**src/common/idmac_pkg.sv**
```systemverilog
package idmac_pkg;
    // flow control device numbering
    localparam int IDMAC_NUM_REQ = 12;
    localparam logic [3:0] IDMAC_SEL_FIRST_SPI = 4'h8;
    localparam logic [3:0] IDMAC_SEL_LAST = 4'hB;
    // packet size codes: bytes = 1 << code
    localparam logic [1:0] IDMAC_SIZE_1 = 2'h0;
    localparam logic [1:0] IDMAC_SIZE_2 = 2'h1;
    localparam logic [1:0] IDMAC_SIZE_4 = 2'h2;
    localparam int IDMAC_ADDR_W = 32;
    localparam int IDMAC_DATA_W = 32;
    localparam int IDMAC_FIFO_DEPTH = 16;
    localparam int IDMAC_DONE_CYCLES = 1;
    // reset values
    localparam logic [31:0] IDMAC_ADDR_RST = 32'h0000_0000;
    localparam logic [1:0] IDMAC_STATE_RST = 2'h0;
    // channel states, gray along idle-read-write-finish
    typedef enum logic [1:0] {
        IDMAC_IDLE = 2'b00,
        IDMAC_READ = 2'b01,
        IDMAC_WRITE = 2'b11,
        IDMAC_FINISH = 2'b10
    } idmac_state_t;
endpackage

```
**src/rtl/idmac_fifo.sv**
```systemverilog
`timescale 1ns/1ps
`default_nettype none
module idmac_fifo #(
    parameter int WIDTH = 34,
    parameter int DEPTH = 16
) (
    // clock and reset
    input wire logic sys_clk,
    input wire logic srst,
    // fill side
    input wire logic in_valid,
    output logic in_ready,
    input wire logic [WIDTH-1:0] in_data,
    // drain side
    output logic out_valid,
    input wire logic out_ready,
    output logic [WIDTH-1:0] out_data
);
    localparam int AW = $clog2(DEPTH);
    logic [WIDTH-1:0] mem [DEPTH];
    logic [AW-1:0] wr_ptr_ff;
    logic [AW-1:0] rd_ptr_ff;
    logic [AW:0] count_ff;
    logic push;
    logic pop;

    // handshakes
    assign in_ready = (count_ff != (AW+1)'(DEPTH));
    assign out_valid = (count_ff != '0);
    assign push = in_valid && in_ready;
    assign pop = out_valid && out_ready;
    assign out_data = mem[rd_ptr_ff];

    // storage
    always_ff @(posedge sys_clk) begin
        if (push) begin
            mem[wr_ptr_ff] <= in_data;
        end
    end

    // pointers and fill level
    always_ff @(posedge sys_clk) begin
        if (srst) begin
            wr_ptr_ff <= '0;
            rd_ptr_ff <= '0;
            count_ff <= '0;
        end else begin
            if (push) begin
                wr_ptr_ff <= (wr_ptr_ff == AW'(DEPTH-1)) ? '0 : wr_ptr_ff + 1'b1;
            end
            if (pop) begin
                rd_ptr_ff <= (rd_ptr_ff == AW'(DEPTH-1)) ? '0 : rd_ptr_ff + 1'b1;
            end
            if (push && !pop) begin
                count_ff <= count_ff + 1'b1;
            end else if (pop && !push) begin
                count_ff <= count_ff - 1'b1;
            end
        end
    end
endmodule // idmac_fifo
`default_nettype wire

```
**src/rtl/idmac_req_sel.sv**
```systemverilog
`timescale 1ns/1ps
`default_nettype none
module idmac_req_sel
    import idmac_pkg::*;
#(
    parameter int NREQ = IDMAC_NUM_REQ
) (
    // selection
    input wire logic [3:0] sel,
    // request lines
    input wire logic [NREQ-1:0] req_in,
    input wire logic [NREQ-1:0] term_in,
    // selected lines
    output logic req_out,
    output logic term_out,
    output logic sel_valid,
    output logic term_supported
);
    // one requester per device number
    always_comb begin
        req_out = 1'b0;
        term_out = 1'b0;
        sel_valid = (sel <= IDMAC_SEL_LAST);
        term_supported = (sel < IDMAC_SEL_FIRST_SPI);
        for (int i = 0; i < NREQ; i++) begin
            if (sel == 4'(i)) begin
                req_out = req_in[i];
                term_out = term_in[i] && term_supported;
            end
        end
    end
endmodule // idmac_req_sel
`default_nettype wire

```
**src/rtl/idmac_channel.sv**
```systemverilog
`timescale 1ns/1ps
`default_nettype none
// How it works
// - packets are 1, 2 or 4 bytes, only sizes the devices support.
// - channel paced by firmware or hardware per its flow control mode.
// - source and destination addresses are 32 bits wide.
// - transfer ends on master terminate, firmware abort or limit.
// - a transfer is one packet or several consecutive packets.
// - packet size never exceeds what both ends support.
// - bytes read per packet equal bytes written per packet.
// - every packet is carried from read to write completely.
// - any of the requesters may be assigned to the channel.
// - the master device decides when the channel is active.
// - firmware is master in firmware mode, peripheral in hardware mode.
// - device select field indexes the flow control port of the master.
// - slave device is whoever owns the programmed target address.
// - either master or slave side may be source; direction selectable.
// - select 0..7 are serial bus sides, 8..11 serial peripheral sides.
// - no terminate or done for serial peripheral requesters.
module idmac_channel
    import idmac_pkg::*;
#(
    parameter int NREQ = IDMAC_NUM_REQ,
    parameter int FIFO_DEPTH = IDMAC_FIFO_DEPTH
) (
    // clock and reset
    input wire logic sys_clk,
    input wire logic srst,
    // channel setup from firmware
    input wire logic cfg_hw_flow,
    input wire logic [3:0] cfg_dev_sel,
    input wire logic cfg_to_slave,
    input wire logic [1:0] cfg_size,
    input wire logic [1:0] cfg_max_size,
    input wire logic cfg_incr_master,
    input wire logic cfg_incr_slave,
    input wire logic [31:0] cfg_master_addr,
    input wire logic [31:0] cfg_slave_addr,
    input wire logic [31:0] cfg_slave_end,
    input wire logic cfg_start,
    input wire logic cfg_abort,
    input wire logic cfg_fw_go,
    // flow control ports
    input wire logic [NREQ-1:0] hw_req,
    input wire logic [NREQ-1:0] hw_term,
    output logic [NREQ-1:0] hw_finished,
    // memory read port
    output logic rd_valid,
    input wire logic rd_ready,
    output logic [31:0] rd_addr,
    output logic [1:0] rd_size,
    input wire logic rd_resp_valid,
    input wire logic [31:0] rd_resp_data,
    // memory write port
    output logic wr_valid,
    input wire logic wr_ready,
    output logic [31:0] wr_addr,
    output logic [1:0] wr_size,
    output logic [31:0] wr_data,
    // status
    output logic busy,
    output logic [31:0] cur_slave_addr
);
    localparam int FW = IDMAC_DATA_W + 2;
    idmac_state_t state_ff;
    idmac_state_t nxt_state;
    logic [31:0] src_addr_ff;
    logic [31:0] dst_addr_ff;
    logic stop_ff;
    logic [31:0] s_addr_ff;
    logic [31:0] s_end_ff;
    logic [1:0] size_ff;
    logic [3:0] sel_ff;
    logic hw_ff;
    logic to_slave_ff;
    logic inc_m_ff;
    logic inc_s_ff;
    logic rd_pend_ff;
    logic rd_valid_ff;
    logic wr_valid_ff;
    logic [31:0] rd_addr_ff;
    logic [31:0] wr_addr_ff;
    logic [31:0] wr_data_ff;
    logic [1:0] wr_size_ff;
    logic [NREQ-1:0] fin_ff;
    logic req_ff;
    logic busy_ff;
    logic sel_req;
    logic sel_term;
    logic sel_ok;
    logic term_ok;
    logic pace;
    logic at_limit;
    logic end_now;
    logic [31:0] step;
    logic f_in_ready;
    logic f_out_valid;
    logic f_out_ready;
    logic [FW-1:0] f_out_data;

    // clamp size to what both ends take, 4 bytes at most
    function automatic logic [1:0] clamp_size(input logic [1:0] want, input logic [1:0] cap);
        logic [1:0] lim;
        lim = (cap > IDMAC_SIZE_4) ? IDMAC_SIZE_4 : cap;
        clamp_size = (want > lim) ? lim : want;
    endfunction

    // bytes per packet
    function automatic logic [31:0] size_bytes(input logic [1:0] code);
        size_bytes = 32'h0000_0001 << code;
    endfunction

    // master selection by device number
    idmac_req_sel #(.NREQ(NREQ)) u_sel (
        .sel(sel_ff),
        .req_in(hw_req),
        .term_in(hw_term),
        .req_out(sel_req),
        .term_out(sel_term),
        .sel_valid(sel_ok),
        .term_supported(term_ok)
    );

    // read data waits here for the write side
    idmac_fifo #(.WIDTH(FW), .DEPTH(FIFO_DEPTH)) u_fifo (
        .sys_clk(sys_clk),
        .srst(srst),
        .in_valid(rd_resp_valid),
        .in_ready(f_in_ready),
        .in_data({size_ff, rd_resp_data}),
        .out_valid(f_out_valid),
        .out_ready(f_out_ready),
        .out_data(f_out_data)
    );

    // pacing: firmware go or a fresh hardware request edge
    assign pace = hw_ff ? (sel_req && !req_ff && sel_ok) : cfg_fw_go;
    assign step = size_bytes(size_ff);
    assign at_limit = (s_addr_ff >= s_end_ff);
    assign end_now = stop_ff || cfg_abort || (hw_ff && sel_term) || at_limit;
    assign f_out_ready = !wr_valid_ff || wr_ready;

    // state sequencing
    always_comb begin
        nxt_state = state_ff;
        case (state_ff)
            IDMAC_IDLE: begin
                if (cfg_start) begin
                    nxt_state = IDMAC_READ;
                end
            end
            IDMAC_READ: begin
                if (end_now && !rd_pend_ff && !rd_valid_ff) begin
                    nxt_state = IDMAC_WRITE;
                end
            end
            IDMAC_WRITE: begin
                if (!f_out_valid && !wr_valid_ff) begin
                    nxt_state = IDMAC_FINISH;
                end
            end
            IDMAC_FINISH: begin
                nxt_state = IDMAC_IDLE;
            end
            default: begin
                nxt_state = IDMAC_IDLE;
            end
        endcase
    end

    always_ff @(posedge sys_clk) begin
        if (srst) begin
            state_ff <= IDMAC_IDLE;
        end else begin
            state_ff <= nxt_state;
        end
    end

    // capture setup at start
    always_ff @(posedge sys_clk) begin
        if (srst) begin
            hw_ff <= 1'b0;
            sel_ff <= 4'h0;
            to_slave_ff <= 1'b0;
            size_ff <= IDMAC_SIZE_1;
            inc_m_ff <= 1'b0;
            inc_s_ff <= 1'b0;
            s_end_ff <= IDMAC_ADDR_RST;
        end else if (state_ff == IDMAC_IDLE && cfg_start) begin
            hw_ff <= cfg_hw_flow;
            sel_ff <= cfg_dev_sel;
            to_slave_ff <= cfg_to_slave;
            size_ff <= clamp_size(cfg_size, cfg_max_size);
            inc_m_ff <= cfg_incr_master;
            inc_s_ff <= cfg_incr_slave;
            s_end_ff <= cfg_slave_end;
        end
    end

    // end request held so a short terminate during a pending read is not lost
    always_ff @(posedge sys_clk) begin
        if (srst) begin
            stop_ff <= 1'b0;
        end else if (state_ff == IDMAC_IDLE) begin
            stop_ff <= 1'b0;
        end else if (cfg_abort || (hw_ff && sel_term)) begin
            stop_ff <= 1'b1;
        end
    end

    // request edge tracking
    always_ff @(posedge sys_clk) begin
        if (srst) begin
            req_ff <= 1'b0;
        end else begin
            req_ff <= sel_req;
        end
    end

    // read issue, one packet per pace event, addresses advance
    always_ff @(posedge sys_clk) begin
        if (srst) begin
            src_addr_ff <= IDMAC_ADDR_RST;
            s_addr_ff <= IDMAC_ADDR_RST;
            rd_valid_ff <= 1'b0;
            rd_pend_ff <= 1'b0;
            rd_addr_ff <= IDMAC_ADDR_RST;
        end else if (state_ff == IDMAC_IDLE) begin
            rd_valid_ff <= 1'b0;
            rd_pend_ff <= 1'b0;
            if (cfg_start) begin
                src_addr_ff <= cfg_to_slave ? cfg_master_addr : cfg_slave_addr;
                s_addr_ff <= cfg_slave_addr;
            end
        end else begin
            if (rd_valid_ff && rd_ready) begin
                rd_valid_ff <= 1'b0;
            end else if (state_ff == IDMAC_READ && !rd_valid_ff && !rd_pend_ff && !end_now && pace && f_in_ready) begin
                rd_valid_ff <= 1'b1;
                rd_addr_ff <= src_addr_ff;
            end
            if (rd_valid_ff && rd_ready) begin
                rd_pend_ff <= 1'b1;
            end else if (rd_resp_valid) begin
                rd_pend_ff <= 1'b0;
            end
            if (rd_resp_valid) begin
                if (to_slave_ff ? inc_m_ff : inc_s_ff) begin
                    src_addr_ff <= src_addr_ff + step;
                end
                s_addr_ff <= s_addr_ff + step; // limit counts packets even on fixed slave
            end
        end
    end

    // write side drains the fifo with matching size
    always_ff @(posedge sys_clk) begin
        if (srst) begin
            wr_valid_ff <= 1'b0;
            wr_addr_ff <= IDMAC_ADDR_RST;
            wr_data_ff <= 32'h0000_0000;
            wr_size_ff <= IDMAC_SIZE_1;
            dst_addr_ff <= IDMAC_ADDR_RST;
        end else begin
            // destination keeps its own pointer; the fifo may hold packets ahead of it
            if (state_ff == IDMAC_IDLE && cfg_start) begin
                dst_addr_ff <= cfg_to_slave ? cfg_slave_addr : cfg_master_addr;
            end
            if (f_out_ready) begin
                wr_valid_ff <= f_out_valid;
                if (f_out_valid) begin
                    wr_data_ff <= f_out_data[31:0];
                    wr_size_ff <= f_out_data[FW-1:FW-2];
                    wr_addr_ff <= dst_addr_ff;
                    if (to_slave_ff ? inc_s_ff : inc_m_ff) begin
                        dst_addr_ff <= dst_addr_ff + step;
                    end
                end
            end
        end
    end

    // done pulse toward the selected master
    always_ff @(posedge sys_clk) begin
        if (srst) begin
            fin_ff <= '0;
            busy_ff <= 1'b0;
        end else begin
            busy_ff <= (nxt_state != IDMAC_IDLE);
            for (int i = 0; i < NREQ; i++) begin
                fin_ff[i] <= (state_ff == IDMAC_FINISH) && hw_ff && term_ok && (sel_ff == 4'(i));
            end
        end
    end

    assign rd_valid = rd_valid_ff;
    assign rd_addr = rd_addr_ff;
    assign rd_size = size_ff;
    assign wr_valid = wr_valid_ff;
    assign wr_addr = wr_addr_ff;
    assign wr_size = wr_size_ff;
    assign wr_data = wr_data_ff;
    assign hw_finished = fin_ff;
    assign busy = busy_ff;
    assign cur_slave_addr = s_addr_ff;

    // size stays within 4 bytes
    property p_size_legal;
        @(posedge sys_clk) disable iff (srst) rd_valid |-> (rd_size <= IDMAC_SIZE_4);
    endproperty
    a_size_legal: assert property (p_size_legal) else $error("packet size over 4 bytes");

    // size within both ends' cap
    property p_size_cap;
        @(posedge sys_clk) disable iff (srst) (state_ff == IDMAC_IDLE && cfg_start) |=>
            (size_ff <= $past(cfg_size)) && (size_ff <= $past(cfg_max_size) || size_ff == IDMAC_SIZE_4);
    endproperty
    a_size_cap: assert property (p_size_cap) else $error("size above device cap");

    // write size matches read size
    property p_same_bytes;
        @(posedge sys_clk) disable iff (srst) wr_valid |-> (wr_size == size_ff);
    endproperty
    a_same_bytes: assert property (p_same_bytes) else $error("write size differs from read");

    // abort leaves read state within a bound
    property p_abort_ends;
        @(posedge sys_clk) disable iff (srst) (state_ff == IDMAC_READ && cfg_abort && !rd_valid_ff && !rd_pend_ff) |=> (state_ff == IDMAC_WRITE);
    endproperty
    a_abort_ends: assert property (p_abort_ends) else $error("abort did not end transfer");

    // finish then idle
    property p_finish_idle;
        @(posedge sys_clk) disable iff (srst) (state_ff == IDMAC_FINISH) |=> (state_ff == IDMAC_IDLE);
    endproperty
    a_finish_idle: assert property (p_finish_idle) else $error("finish did not return to idle");

    // done only after finish
    property p_done_cause;
        @(posedge sys_clk) disable iff (srst) (hw_finished != '0) |-> $past(state_ff) == IDMAC_FINISH;
    endproperty
    a_done_cause: assert property (p_done_cause) else $error("done without finish");

    // no done to serial peripheral requesters
    property p_no_spi_done;
        @(posedge sys_clk) disable iff (srst) hw_finished[NREQ-1:8] == '0;
    endproperty
    a_no_spi_done: assert property (p_no_spi_done) else $error("done to unsupported requester");

    // hardware read only after a request edge
    property p_hw_paced;
        @(posedge sys_clk) disable iff (srst) (hw_ff && $rose(rd_valid)) |-> $past(sel_req) && !$past(req_ff);
    endproperty
    a_hw_paced: assert property (p_hw_paced) else $error("read without request");

    // every accepted packet is written before finish
    property p_drain;
        @(posedge sys_clk) disable iff (srst) (state_ff == IDMAC_FINISH) |-> !f_out_valid && !wr_valid;
    endproperty
    a_drain: assert property (p_drain) else $error("packet lost at finish");
endmodule // idmac_channel
`default_nettype wire

```
**config.mk**
```make
export PLATFORM = sky130hd
export DESIGN_NAME = idmac_channel
export DESIGN_NICKNAME = d
export VERILOG_FILES = /design/src/common/idmac_pkg.sv /design/src/rtl/idmac_fifo.sv /design/src/rtl/idmac_req_sel.sv /design/src/rtl/idmac_channel.sv
export SDC_FILE = /design/constraint.sdc
export NUM_CORES = 1
export LEC_CHECK = 0
export BUFFER_PORTS_ARGS = -buffer_cell sky130_fd_sc_hd__buf_2
export CAP_MARGIN = 20
export CELL_PAD_IN_SITES_DETAIL_PLACEMENT = 1
export CELL_PAD_IN_SITES_GLOBAL_PLACEMENT = 1
export CORE_ASPECT_RATIO = 0.9
export CORE_MARGIN = 3
export CORE_UTILIZATION = 45
export DETAILED_ROUTE_END_ITERATION = 10
export MAX_ROUTING_LAYER = met4
export PLACE_DENSITY = 0.84
export SYNTH_ARGS = -nofsm -noshare
export SYNTH_HDL_FRONTEND = slang
export SYNTH_HIERARCHICAL = 1
export SYNTH_SLANG_ARGS = --single-unit
```
**constraint.sdc**
```tcl
create_clock -name sys_clk -period 4.69 [get_ports sys_clk]
set_clock_uncertainty 0.15 [all_clocks]
set_input_delay 0.469 -clock sys_clk [delete_from_list [all_inputs] [get_ports sys_clk]]
set_output_delay 0.469 -clock sys_clk [all_outputs]
set_load 0.005 [all_outputs]
```
# Word-level counts from Yosys, hierarchy flattened
# Memories as Yosys holds them, arrays and structs flattened. A register that Yosys moved wholly into a read port is not among the register bits.
# Cells that the tools add are included.
# totals
ramBits,544
in_bits,172
wordCells,181
regBits,235
memories,1
output_inout_bits,147
# classes
eq_ne,18
bitwise,2
addsub,7
n_reduce_logical,70
order_cmp,5
shift,1
muxes,54
# mem_list
memory,words,width,rd,rd_clocked_by_memory_dff,write_ports,line,source
u_fifo.mem,16,34,1,1,1,idmac_fifo.sv:20,logic [WIDTH-1:0] mem [DEPTH];
# op_table
op,n
2-to-1 mux 32 bit,13
adder 32 bit,3
logical AND 1 bit,43
>= comparator 32 bit,1
left shift 1 x 2 -> 32 bit (first input constant),1
2-to-1 mux 1 bit,31
equality test 4 bit (second input constant),6
equality test 4 x 3 -> 1 bit (second input constant),4
2-to-1 mux 2 bit,5
2-to-1 mux 5 bit,2
nonzero test 2 bit,5
adder 4 x 1 -> 4 bit (second input constant),2
equality test 4 x 2 -> 1 bit (second input constant),2
zero test 1 bit,8
2-to-1 mux 4 bit,2
one-hot mux 2 bit (4 select lines),1
AND reduction 3 bit,2
adder 5 x 1 -> 5 bit (second input constant),1
logical OR 1 bit,5
!= test 5 bit (second input constant),1
nonzero test 5 bit,1
subtractor 5 x 1 -> 5 bit (second input constant),1
equality test 2 bit (second input constant),2
equality test 4 x 1 -> 1 bit (second input constant),1
12 further kinds,14

# Depth between registers and ports, before layout
# depth
word_depth,22
ltp_mapped,12
depth_no_buf,10

# By module
# The synthesis kept the hierarchy.
# by_module_without_submodules
module,area_per_inst_um2,seq_area_each_um2,n_inst,cells_per_inst
idmac_fifo,21246.6,16676.0,1,941
idmac_channel,13504.2,5124.9,1,1710
idmac_req_sel,186.4,0.0,1,13

# Worst setup path after synthesis
# No wires, ideal clock.
# synth_path
kind,reg2reg
from,reg u_fifo.count_ff[0]
to,"mem u_fifo.mem[0][0], enable pin"
arrival_time_ns,3.322
slack_ns,0.750
period_less_slack_ns,3.940
t_required_ns,4.073
stages_incl_launch_ff,5
setup_time_ns,0.467
path_buffers,0
cell_sequence,dfxtp_1 -> nor4_1 -> a21boi_2 -> nand2_1 -> nor3_1
# synth_via
elab_chain_cells,4
# synth_rtl
item,line,source
from (decl),idmac_fifo.sv:23,logic [AW:0] count_ff;
from (signal assigned),idmac_fifo.sv:55,count_ff <= count_ff + 1'b1;
from (signal assigned),idmac_fifo.sv:57,count_ff <= count_ff - 1'b1;
!= test 5 bit,idmac_fifo.sv:28,assign in_ready = (count_ff != (AW+1)'(DEPTH));
logical AND 1 bit,idmac_fifo.sv:30,assign push = in_valid && in_ready;
named net u_fifo.push,idmac_fifo.sv:24,logic push;
2-to-1 mux 1 bit,idmac_fifo.sv:36,if (push) begin
2-to-1 mux 1 bit (implied by the code),idmac_fifo.sv:37,mem[wr_ptr_ff] <= in_data;
to (decl),idmac_fifo.sv:20,
# The timed path passes the listed nets, and every way through them passes these cells.

# Final worst setup path
# layout_path
from,"reg size_ff[1], in the netlist rd_size[1]"
to,reg src_addr_ff[23]
# layout_via
elab_chain_cells,5
# layout_rtl
item,line,source
from (decl),idmac_channel.sv:72,logic [1:0] size_ff;
from (signal assigned),idmac_channel.sv:193,"size_ff <= clamp_size(cfg_size, cfg_max_size);"
left shift 1 x 2 -> 32 bit,idmac_channel.sv:110,size_bytes = 32'h0000_0001 << code;
adder 32 bit,idmac_channel.sv:249,src_addr_ff <= src_addr_ff + step;
2-to-1 mux 32 bit,idmac_channel.sv:248,if (to_slave_ff ? inc_m_ff : inc_s_ff) begin
2-to-1 mux 32 bit,idmac_channel.sv:247,if (rd_resp_valid) begin
2-to-1 mux 32 bit,idmac_channel.sv:228,end else if (state_ff == IDMAC_IDLE) begin
to (signal assigned),idmac_channel.sv:232,src_addr_ff <= cfg_to_slave ? cfg_master_addr : cfg_slave_addr;
to (signal assigned),idmac_channel.sv:249,
to (decl),idmac_channel.sv:67,logic [31:0] src_addr_ff;
# No other way between the ends. The select of a mux whose other input is x is not followed.
# A chain may end at the register's enable or synchronous reset.

==> results.cfg <==
[grt]
grt_max_degree = 129
grt_pass1_wl_mm = 176
overflow = 0
grt_use_total_pct = 29.7
grt_pass1_vias = 26900
antenna_found_initial = 7

[drt]
routedWlPerCell_um = 28.8
vias_per_cell = 6.26
drt_pre_antenna_iters = 5
postRouteAntennaNets = 0
drtIter0Drc = 2742
route.vias.total = 25800
postRouteWirelength_mm = 119
drc_errors = 0

[floorplan]
die_h_um = 270
io_pins = 319
die-area_um2 = 81000
rows = 96
die_w_um = 300
core_area_um2 = 76600
initial_core_util_pct = 45.6

[setup_path]
arrival_ns = 4.18
critPathMostFrequentCell = a21o_1
slowest_delay_ns = 0.79
cp_cell_sequence = nand2b_1, inv_1, ha_1, a21o_1, a21oi_1, o21ai_1, nand3_1, a21o_1, a221oi_1
slowest_stage = o21ai_1
regToRegSetupSlack_ns = 0.91
cp.required_ns = 5.09
path_class = flop to flop
startpoint_type = flop
end_kind = flop
critPathMaxFanout = 22

[clocking]
h-tree-depth = 3
cts_tree = yes
root_buffer = clkbuf_16
clkSinkCount = 817
clk_pin_slew_ns = 0.06
cts_buffers = 84
clk_path_buf_depth = 3
clk_latency_ns = 0.69

[placed_design]
place_congestion = 0.926
place_ws_ns = 0.972
portBuffers = 314
dp.final_hpwl_mm = 72.9
placed_area_um2 = 37600

[cells_and_area]
finish.utilization_pct = 53.8
syn2layout_area_growth_pct = 17.9
fin_area_um2 = 41200
fin_nets = 3244
drive_gt1_share_pct = 22.6

[yosys]
async_flop_share_pct = 0
ys_ff_latch = 817
synth.top_cell.area_share_pct = 46.8
synth.most_common_cell = edfxtp_1
syn_nets = 2896
synthesis.area_per_instance_um2 = 13.1
synthTopCellsByCount = 544 x edfxtp_1, 341 x nand2_1, 273 x dfxtp_1, 238 x a21oi_1, 136 x mux4_2
ys_seq_area_share_pct = 62.4
synth_warnings = 6
syn_area_um2 = 34900
synth_top_area_cell = edfxtp_1
netlist_top_cells_area = edfxtp_1 47%, dfxtp_1 16%, mux4_2 8.8%
synth_edf_count = 544
synth_top_flop_cell = edfxtp_1
netlist_instances = 2664
synth_cell_types = 94

[sta]
min_period_ns = 3.78
hold_violations = 0
final-setup-viol-count = 0
rsz0062_at_grt = no
drv_slew = 0
tightest_slew_ns = 1.07
worst_slack_ns = 0.908
tns_ns = 0
fmax_mhz = 264
slew_headroom_pct = 28.8
post-route-period-util_pct = 80.6

[worst_hold_path]
hp-class = input port to flop

[power_and_ir_drop]
vdd_drop_max_v = 0.000386
leakage_nw = 14.5
powerDensity_nw_per_um2 = 504

[run]
cap_violations = 0

[outcome]
status = finished clean
## layout by cell type, fill, tap and decap left out, types with 14 or more instances in the layout
| master | instances |
|---|---|
| a211oi_1 | 51 |
| a21oi_1 | 237 |
| a22oi_1 | 73 |
| a31oi_1 | 19 |
| and3_1 | 23 |
| buf_2 | 312 |
| buf_4 | 48 |
| clkbuf_1 | 15 |
| clkbuf_16 | 84 |
| clkinv_1 | 14 |
| clkinv_2 | 15 |
| dfxtp_1 | 271 |
| dlygate4sd3_1 | 71 |
| edfxtp_1 | 544 |
| ha_1 | 56 |
| inv_1 | 63 |
| mux2i_1 | 64 |
| mux4_2 | 136 |
| nand2_1 | 339 |
| nand2b_1 | 14 |
| nand3_1 | 33 |
| nand4_1 | 55 |
| nor2_1 | 115 |
| nor2_4 | 14 |
| nor3_1 | 29 |
| nor4_1 | 22 |
| o21ai_0 | 44 |
| o21ai_1 | 40 |
| xnor2_1 | 16 |
## flip-flops by register name, summed over array words and instances (netlist names), 2 cells and up, named ones only
name              count
u_fifo/rd_ptr_ff      4
sel_ff                4
src_addr_ff          32
dst_addr_ff          32
wr_addr              32
rd_addr              32
s_end_ff             32
rd_size               2
wr_size               2
wr_data              32
u_fifo/wr_ptr_ff      4
u_fifo/count_ff       5
state_ff              2
u_fifo/mem          544
cur_slave_addr       32
hw_finished          12
## path summary, 6_finish.rpt
kind,startpoint,to,cells after the start
hold / removal,rd_resp_data[5],u_fifo/mem[4][5],1
hold reg to reg,wr_addr[15],wr_addr[15],2
setup / recovery,rd_size[1],src_addr_ff[23],9
setup reg to reg,rd_size[1],src_addr_ff[23],9
## report_power, final
part,switching [mW],leakage (nW),internal (mW),total (mW)
Clock,3.04,1.37,3.84,6.88
Combinational,2.93,5.92,2.11,5.04
Sequential,0.658,7.15,8.17,8.83
## per-stage QoR
stage | hold slack, ns | power [mW] | std cells
CTS | 0.00296 | 20.8 | 4108
global placement | 0.290 | 13.4 | 3881
floorplan | 0.278 | 12.1 | 2664
detailed placement | 0.297 | 13.8 | 3881
global route | 0.0453 | 21.5 | 4118
finish | 0.0375 | 20.8 | 4118
## worst max-delay path, delay by kind of cell, from the launching register on
kind / cells / cell delay (ns)
buf+inv: 1 / 0.16
fa+ha+maj: 1 / 0.30
simple gates: 2 / 0.71
flops: 1 / 0.75
compound gates: 5 / 1.58
## layout make-up
type	instances	area, um2
fill	7805	35400
sequential	817	21800
multi-input combinational	1606	12200
timing repair buffer	440	2810
clock buffer	109	2300
tap	1029	1290
clock inverter	47	520
inverter	63	236
antenna	7	17.5
## routing by layer
| metal | share of wire (%) | global-route usage [%] | vias up |
|---|---|---|---|
| li1 | - | - | 10900 |
| met1 | 38 | 37.3 | 13200 |
| met2 | 49 | 48.1 | 1359 |
| met3 | 7.9 | 4.87 | 339 |
| met4 | 4.6 | 12.5 | 0 |
| met5 | 0 | - | - |
## logic make-up after synthesis
group                    after synthesis  share of synthesized area, %
AO/OA/AOI/OAI                        591                          10.9
buffers and inverters                241                          3.02
adder cells (fa/ha/maj)               60                          2.23
AND/OR/NAND/NOR                      716                          9.50
multiplexers                         217                          11.4
flip-flops                           817                          62.4
XOR/XNOR                              22                         0.552
## timing repair
item / 4_1_cts / 5_1_grt
hold buffers: 71 / 0
buffers inserted: 0 / 0
endpoints found under the hold margin: 372 / 0
gates resized for setup: 0 / 0
Note: power is estimated with default switching activity, not from simulation.
